--- config.mk ---
export PLATFORM = sky130hd
export DESIGN_NAME = acs_sequencer
export DESIGN_NICKNAME = d
export VERILOG_FILES = /design/src/common/acs_pkg.sv /design/src/hw/acs_sequencer.sv
export SDC_FILE = /design/constraint.sdc
export NUM_CORES = 1
export LEC_CHECK = 0
export BUFFER_PORTS_ARGS = -buffer_cell sky130_fd_sc_hd__buf_2
export CORE_ASPECT_RATIO = 0.8
export CORE_MARGIN = 3
export CORE_UTILIZATION = 58
export DETAILED_ROUTE_END_ITERATION = 16
export PLACE_DENSITY = 0.87
export SYNTH_ARGS = -nofsm -noshare
export SYNTH_HDL_FRONTEND = slang
export SYNTH_SLANG_ARGS = --single-unit
--- constraint.sdc ---
create_clock -name clock -period 5.1 [get_ports clock]
set_input_delay 0.51 -clock clock [delete_from_list [all_inputs] [get_ports clock]]
set_output_delay 0.51 -clock clock [all_outputs]
set_load 0.01 [all_outputs]
--- src/common/acs_pkg.sv ---
package acs_pkg;

   // ----------------------------------------
   // Register map and field layout
   // ----------------------------------------
   localparam logic [7:0] ACS_ADDR_CONTROL = 8'haa;
   localparam logic [7:0] ACS_ADDR_CONFIG = 8'hab;
   localparam logic [7:0] ACS_ADDR_CHANNEL = 8'hac;
   localparam logic [7:0] ACS_ADDR_RESULT = 8'had;
   localparam logic [7:0] ACS_RST_CONTROL = 8'h00;
   localparam logic [7:0] ACS_RST_CONFIG = 8'hf8;
   localparam logic [7:0] ACS_RST_CHANNEL = 8'h00;
   localparam logic [7:0] ACS_RST_RESULT = 8'h00;
   localparam int ACS_BIT_ENABLE = 7;
   localparam int ACS_BIT_TRACK = 6;
   localparam int ACS_BIT_DONE = 5;
   localparam int ACS_BIT_BUSY = 4;
   localparam int ACS_SRC_LSB = 1;
   localparam int ACS_DIV_LSB = 3;
   localparam logic [7:0] ACS_CONTROL_MASK = 8'hfe;
   localparam logic [7:0] ACS_CONFIG_MASK = 8'hfb;
   localparam logic [7:0] ACS_CHANNEL_MASK = 8'h07;

   // ----------------------------------------
   // Start sources and timing
   // ----------------------------------------
   localparam logic [2:0] ACS_SRC_SOFT = 3'h0;
   localparam logic [2:0] ACS_SRC_TIMER3 = 3'h1;
   localparam logic [2:0] ACS_SRC_PIN = 3'h2;
   localparam logic [2:0] ACS_SRC_TIMER2 = 3'h3;
   localparam logic [3:0] ACS_TRACK_PERIODS = 4'h3;
   localparam logic [3:0] ACS_CONVERT_PERIODS = 4'h8;

   typedef enum logic [1:0] {
      ACS_IDLE = 2'b00,
      ACS_TRACK = 2'b01,
      ACS_CONVERT = 2'b11
   } acs_state_e;

   // Register bus request.
   typedef struct packed {
      logic wr;
      logic rd;
      logic [7:0] addr;
      logic [7:0] wdata;
   } acs_req_s;

   // Trigger event sources.
   typedef struct packed {
      logic timer3_overflow;
      logic timer2_overflow;
      logic companion_converter_busy;
   } acs_trig_s;

endpackage

--- src/hw/acs_sequencer.sv ---
`timescale 1ns/1ns
// How it works
// - Conversion clock is core clock divided by divider field plus one.
// - Two-bit gain field selects gain 0.5, 1, 2 or 4.
// - Config bit 2 reads zero; writes ignored.
// - Channel field in low three bits picks one of eight inputs.
// - Enable zero holds shutdown; one makes converter active for triggers.
// - Track mode zero and enabled: track continuously except during conversion.
// - Done flag set on completion, cleared only by software writing zero.
// - Done flag sets when busy falls at end of conversion.
// - Busy reads one while a conversion is in progress.
// - Writing one to busy starts conversion only when source is 000.
// - Start source selects software, timer 3, pin edge, timer 2 or companion.
// - Low-power mode: trigger starts three-period tracking, then conversion.
// - Low-power pin mode: track while pin low, convert on rising edge.
// - Conversion takes eight conversion-clock periods before busy releases.
// - Result is unsigned straight binary from the analog converter.
// - Control bit 0 reads zero; writes ignored.
// - Busy falling at end of conversion raises interrupt request when interrupt enabled.
module acs_sequencer (
   // Clock and reset
   input wire logic clock,
   input wire logic rst,
   // Register access
   input wire acs_pkg::acs_req_s req,
   output logic [7:0] rdata,
   // Trigger sources
   input wire acs_pkg::acs_trig_s trig,
   input wire logic external_convert_start,
   input wire logic interrupt_enable,
   // Analog front end
   input wire logic [7:0] sar_sample_code,
   output logic [2:0] input_channel_field,
   output logic [1:0] pga_gain_select,
   output logic converter_powered,
   output logic track_active,
   output logic conversion_clock,
   output logic interrupt_request
);
   import acs_pkg::*;

   // ----------------------------------------
   // Registers
   // ----------------------------------------
   logic [7:0] control_reg, control_next;
   logic [7:0] config_reg, config_next;
   logic [7:0] channel_reg, channel_next;
   logic [7:0] result_reg, result_next;
   logic [4:0] div_cnt_reg, div_cnt_next;
   logic [3:0] period_reg, period_next;
   acs_state_e state_reg, state_next;
   logic pin_meta_reg, pin_sync_reg, pin_last_reg;
   logic irq_reg, irq_next;
   logic sclk_reg, sclk_next;

   function automatic logic is_write(input acs_req_s r, input logic [7:0] a);
      is_write = r.wr && (r.addr == a);
   endfunction

   // ----------------------------------------
   // Decoding
   // ----------------------------------------
   wire logic enabled = control_reg[ACS_BIT_ENABLE];
   wire logic low_power = control_reg[ACS_BIT_TRACK];
   wire logic [2:0] source = control_reg[ACS_SRC_LSB +: 3];
   wire logic [4:0] divider = config_reg[ACS_DIV_LSB +: 5];
   wire logic ctl_wr = is_write(req, ACS_ADDR_CONTROL);
   wire logic sar_tick = (div_cnt_reg == divider);
   wire logic pin_rise = pin_sync_reg && !pin_last_reg;
   wire logic idle = (state_reg == ACS_IDLE);
   wire logic soft_start = ctl_wr && req.wdata[ACS_BIT_BUSY] && (source == ACS_SRC_SOFT);
   wire logic trigger = source[2] ? trig.companion_converter_busy :
                        (source == ACS_SRC_SOFT) ? soft_start :
                        (source == ACS_SRC_TIMER3) ? trig.timer3_overflow :
                        (source == ACS_SRC_PIN) ? pin_rise : trig.timer2_overflow;
   // Triggers only taken when idle and enabled.
   wire logic accept = trigger && idle && enabled;
   wire logic pin_mode = (source == ACS_SRC_PIN);
   wire logic finish = (state_reg == ACS_CONVERT) && sar_tick && (period_reg == 4'h1);

   // ----------------------------------------
   // Next state
   // ----------------------------------------
   always_comb begin
      state_next = state_reg;
      period_next = period_reg;
      result_next = result_reg;
      irq_next = 1'b0;
      case (state_reg)
         ACS_IDLE: begin
            if (accept) begin
               // Tracking window first in low-power mode, except with the pin source.
               if (low_power && !pin_mode) begin
                  state_next = ACS_TRACK;
                  period_next = ACS_TRACK_PERIODS;
               end else begin
                  // Normal mode, or a pin edge in low-power mode, goes straight to conversion.
                  state_next = ACS_CONVERT;
                  period_next = ACS_CONVERT_PERIODS;
               end
            end
         end
         ACS_TRACK: begin
            if (sar_tick) begin
               if (period_reg == 4'h1) begin
                  state_next = ACS_CONVERT;
                  period_next = ACS_CONVERT_PERIODS;
               end else begin
                  period_next = period_reg - 4'h1;
               end
            end
         end
         ACS_CONVERT: begin
            if (sar_tick) begin
               if (finish) begin
                  state_next = ACS_IDLE;
                  // Straight binary code from the converter.
                  result_next = sar_sample_code;
                  irq_next = interrupt_enable;
               end else begin
                  period_next = period_reg - 4'h1;
               end
            end
         end
         default: begin
            state_next = ACS_IDLE;
         end
      endcase
      if (!enabled) begin
         state_next = ACS_IDLE;
         irq_next = 1'b0;
      end
   end

   always_comb begin
      control_next = control_reg;
      if (ctl_wr) begin
         control_next = req.wdata & ACS_CONTROL_MASK;
         // Done flag only cleared by software; writing one keeps it.
         control_next[ACS_BIT_DONE] = control_reg[ACS_BIT_DONE] & req.wdata[ACS_BIT_DONE];
      end
      // Done sets on busy fall, winning over a clear.
      if (finish && enabled) begin
         control_next[ACS_BIT_DONE] = 1'b1;
      end
      control_next[ACS_BIT_BUSY] = (state_next != ACS_IDLE);
   end

   assign config_next = is_write(req, ACS_ADDR_CONFIG) ? (req.wdata & ACS_CONFIG_MASK) : config_reg;
   // Only the low three bits kept.
   assign channel_next = is_write(req, ACS_ADDR_CHANNEL) ? (req.wdata & ACS_CHANNEL_MASK) : channel_reg;
   assign div_cnt_next = sar_tick ? 5'h00 : div_cnt_reg + 5'h01;
   assign sclk_next = (div_cnt_next <= {1'b0, divider[4:1]});

   // ----------------------------------------
   // Flip-flops
   // ----------------------------------------
   always_ff @(posedge clock or posedge rst) begin
      if (rst) begin
         control_reg <= ACS_RST_CONTROL;
         config_reg <= ACS_RST_CONFIG;
         channel_reg <= ACS_RST_CHANNEL;
         result_reg <= ACS_RST_RESULT;
      end else begin
         control_reg <= control_next;
         config_reg <= config_next;
         channel_reg <= channel_next;
         result_reg <= result_next;
      end
   end

   always_ff @(posedge clock or posedge rst) begin
      if (rst) begin
         state_reg <= ACS_IDLE;
         period_reg <= 4'h0;
         div_cnt_reg <= 5'h00;
         irq_reg <= 1'b0;
         sclk_reg <= 1'b0;
      end else begin
         state_reg <= state_next;
         period_reg <= period_next;
         div_cnt_reg <= div_cnt_next;
         irq_reg <= irq_next;
         sclk_reg <= sclk_next;
      end
   end

   // The pin is asynchronous, so it passes two flops before edge detection.
   always_ff @(posedge clock or posedge rst) begin
      if (rst) begin
         pin_meta_reg <= 1'b0;
         pin_sync_reg <= 1'b0;
         pin_last_reg <= 1'b0;
      end else begin
         pin_meta_reg <= external_convert_start;
         pin_sync_reg <= pin_meta_reg;
         pin_last_reg <= pin_sync_reg;
      end
   end

   // ----------------------------------------
   // Outputs
   // ----------------------------------------
   // Reads are combinational so software sees the current flag state.
   assign rdata = (req.addr == ACS_ADDR_CONTROL) ? control_reg :
                  (req.addr == ACS_ADDR_CONFIG) ? config_reg :
                  (req.addr == ACS_ADDR_CHANNEL) ? channel_reg :
                  (req.addr == ACS_ADDR_RESULT) ? result_reg : 8'h00;
   // Gain code passed to the amplifier.
   assign pga_gain_select = config_reg[1:0];
   assign input_channel_field = channel_reg[2:0];
   assign converter_powered = enabled;
   // Normal mode tracks whenever not converting.
   // Low-power pin mode tracks while pin is low.
   assign track_active = enabled && (state_reg != ACS_CONVERT) &&
                         (!low_power ? 1'b1 : pin_mode ? !pin_sync_reg : (state_reg == ACS_TRACK));
   assign conversion_clock = sclk_reg;
   assign interrupt_request = irq_reg;

endmodule

==> metrics.md <==
| Metric | Value |
|---|---|
| Status | `completed` |
| Commonest non-fill, non-tap cell in the layout | `buf_2` |
| H-tree levels | `2` |
| Synth Area in Adders | `6.041%` |
| Largest cells by area after synthesis | `dfrtp_1 40%, mux2_2 11%, ha_1 6.0%` |
| RR Endpoint | `conversion_clock$_DFF_PP0_` |
| Commonest cells after routing, fill and taps aside | `48 x buf_2, 36 x dfrtp_1, 23 x mux2_2` |
| Starting density of the core | `63.47%` |
| Sequential Power Share | `46.6%` |
| # rows | `19` |
| CTS resizes | `0` |
| FMAX | `386.2 MHz` |
| Post-DRT Antenna Nets | `0` |
| Mux cell area share after synthesis | `11.37%` |
| Simple-gate portion of the synthesized area | `16.42%` |
| Num CTS Buffers | `5` |
| Cells after synthesis | `212` |
| Leakage | `0.001291 uW` |
| Final net count | `308` |
| Final setup vio count | `0` |
| RSZ-0062 raised after global routing | `false` |
| Cell taking the most area after synthesis | `dfrtp_1` |
| Area Growth Syn to Fin | `16.53%` |
| Critical Path End | `rdata[1]` |
| Port Buf Inserts | `48` |
| Number of stages on the worst setup path | `8` |
| Die X | `76.08 um` |
| Die area | `4721 um^2` |
| Largest family of logic cells by synthesized area | `simple AND/OR/NAND/NOR gates` |
| Die Height | `62.06 um` |
| Pin count of the biggest net entering global routing | `42` |
| Max reg flops | `8` |
| Vias per inst | `5.536` |
| PD cells | `318.6 nW/um^2` |
| Slew margin rel. | `60.75%` |
| Clock tree buffer depth | `2` |
| Grt ovf | `0` |
| CP delay by family, top | `simple AND/OR/NAND/NOR gates` |
| Syn Area/Cell | `10.75 um^2` |
| TritonRoute pass-1 iters | `4` |
| TritonCTS Sinks | `41` |
| Sw frac | `33.10%` |
| Seq/Total Area, Yosys | `45.30%` |
| Clock slew at reported path FFs | `80 ps` |
| R2R setup slack | `2820 ps` |
| GRT Overall Usage | `22.34%` |
| Final core utilization | `73.96%` |
| YS warnings | `0` |
| Latest clock arrival within the worst-skew pair | `300 ps` |
| CP Max Fanout | `8` |
| Vias | `1,755` |
| Tightest Pin Transition | `586.6 ps` |
| Startpoint types | `input port` |
| # diodes | `0` |
| Crit Path Class | `in2out` |
| Global placement routability congestion | `0.8803` |
| Peak VDD IR | `0.3213 mV` |
| Max cap viols | `0` |
| Crit path required time | `4590 ps` |
| I/O pin cnt | `50` |
| HP Class | `in2async` |
| Arr. time, crit path | `2080 ps` |
| Cell chain of the critical path | `buf_2, and4bb_2, nand3_1, nor2_1, a22o_1, a211oi_1, a21oi_1, buf_2` |
| DR WL/cell | `15.42 um` |
| CTS Hold Bufs | `0` |
| DR DRC count | `0` |
| Post-synthesis xor/xnor area fraction | `3.075%` |
| Iter 0 DRT Violations | `142` |
| CORE AREA | `3590 um^2` |
| Initial antenna violation count | `0` |
| Clock share of power | `25.5%` |
| Final Max Slew Viols | `0` |
| Internal Pwr Total | `565.8 uW` |
| Synth Net Count | `256` |
| Fraction of layout instances using a drive strength above 1 | `38.11%` |
| Dpl hpwl | `3.633 mm` |
| Distinct cell type count after synthesis | `42` |
| Tcrit/Tclk final | `50.77%` |
| Crit path capture type | `output pin` |
| Most used cell along the critical path | `buf_2` |
| Vias in the first global route | `1,662` |
| CTS root buf | `clkbuf_8` |
| Hold Violations, Final | `0` |
| TritonCTS clock tree | `yes` |
| R2r startpoint | `config_reg[4]$_DFFE_PP1P_` |
| Combinational power share | `28.0%` |
| Post-synthesis compound-gate area fraction | `14.33%` |
| Register bit total from synthesis | `41` |
| Worst path max stage delay | `470 ps` |
| Critical Path Start | `req[14]` |
| Fin crit period | `2589 ps` |
| Worst reg-to-reg path cell count | `11` |
| Fin Clk Skew | `5.204 ps` |
| Top-area cell type share of the netlist area | `39.54%` |
| Worst Path Buf+Inv | `2` |
| NetSw | `280.0 uW` |
| Post-Route WL | `4.887 mm` |
| Setup_tns | `0 ps` |
| Setup bufs post-CTS | `0` |
| First-pass GRT wire length | `7.907 mm` |
| Syn Std Cell Area | `2278 um^2` |
| CP max stage cell | `nor2_1` |
==> cells in the mapped netlist, drive strengths merged <==
cell type,number
o41ai,1
a221oi,1
a21oi,7
nor2b,2
nand2,22
and2,1
nand4b,1
o21ai,13
a22o,1
dfstp,5
nand3,6
a22oi,9
o211ai,2
a211oi,3
clkbuf,1
and4bb,1
mux2,23
nor2,17
or2,2
o41a,1
or3b,1
o31ai,5
dfrtp,36
and3b,1
ha,11
buf,3
a41oi,1
nor3,5
nand2b,7
o22ai,1
inv,14
xor2,2
xnor2,6
==> power groups by stage <==
| stage | clock network [uW] | registers (uW) | logic (uW) |
|---|---|---|---|
| finish | 215 | 394 | 237 |
| global route | 241 | 399 | 263 |
| CTS | 218 | 394 | 235 |
| detailed placement | 0 | 399 | 231 |
| global placement | 0 | 397 | 226 |
| floorplan | 0 | 394 | 176 |
==> per-stage QoR <==
step / std cells / area (um^2) / total power [uW] / setup slack [ps] / hold WS, ps
floorplan: 212 / 2278 / 569.7 / 2895 / 331.2
global placement: 309 / 2565 / 623.0 / 2568 / 352.1
detailed placement: 309 / 2565 / 629.6 / 2526 / 349.7
CTS: 317 / 2655 / 847.4 / 2519 / 324.1
global route: 317 / 2655 / 903.1 / 2365 / 309.3
finish: 317 / 2655 / 845.8 / 2511 / 307.2
==> cell type report <==
| type | count | area (um^2) |
|---|---|---|
| Multi-Input combinational cell | 153 | 1167 |
| Tap cell | 52 | 65.06 |
| Timing Repair Buffer | 49 | 247.7 |
| Clock buffer | 5 | 68.82 |
| Clock inverter | 3 | 21.27 |
| Sequential cell | 41 | 1032 |
| Fill cell | 256 | 934.6 |
| Inverter | 14 | 52.55 |
==> kinds of logic after synthesis <==
kind of cell | count (synthesis)
and+or+nand+nor | 66
AOI/OAI and AO/OA | 45
adders and majority gates | 11
muxes | 23
xor gates and xnor gates | 8
buffers and inverters | 18
DFF | 41
==> tightest hold or removal path: cells and delay by family <==
family,cells,cell delay [ps]
buffers and inverters,3,540
==> worst min path at each step <==
stage                           startpoint                       end  slack, ps  cells after the start
detailed placement  pin_meta_reg$_DFF_PP0_    pin_sync_reg$_DFF_PP0_        350                      0
floorplan           pin_meta_reg$_DFF_PP0_    pin_sync_reg$_DFF_PP0_        330                      0
global placement    pin_meta_reg$_DFF_PP0_    pin_sync_reg$_DFF_PP0_        350                      0
finish                                 rst  div_cnt_reg[0]$_DFF_PP0_        310                      3
global route        external_convert_start    pin_meta_reg$_DFF_PP0_        310                      1
CTS                 external_convert_start    pin_meta_reg$_DFF_PP0_        320                      1
==> metal layers <==
metal  global-route usage (%)  wire length [um]
met5                        0                 0
met3                    6.628               330
met4                    9.819                80
met2                    33.46              2177
met1                    30.76              2300
(Power assumes the default switching activity.)
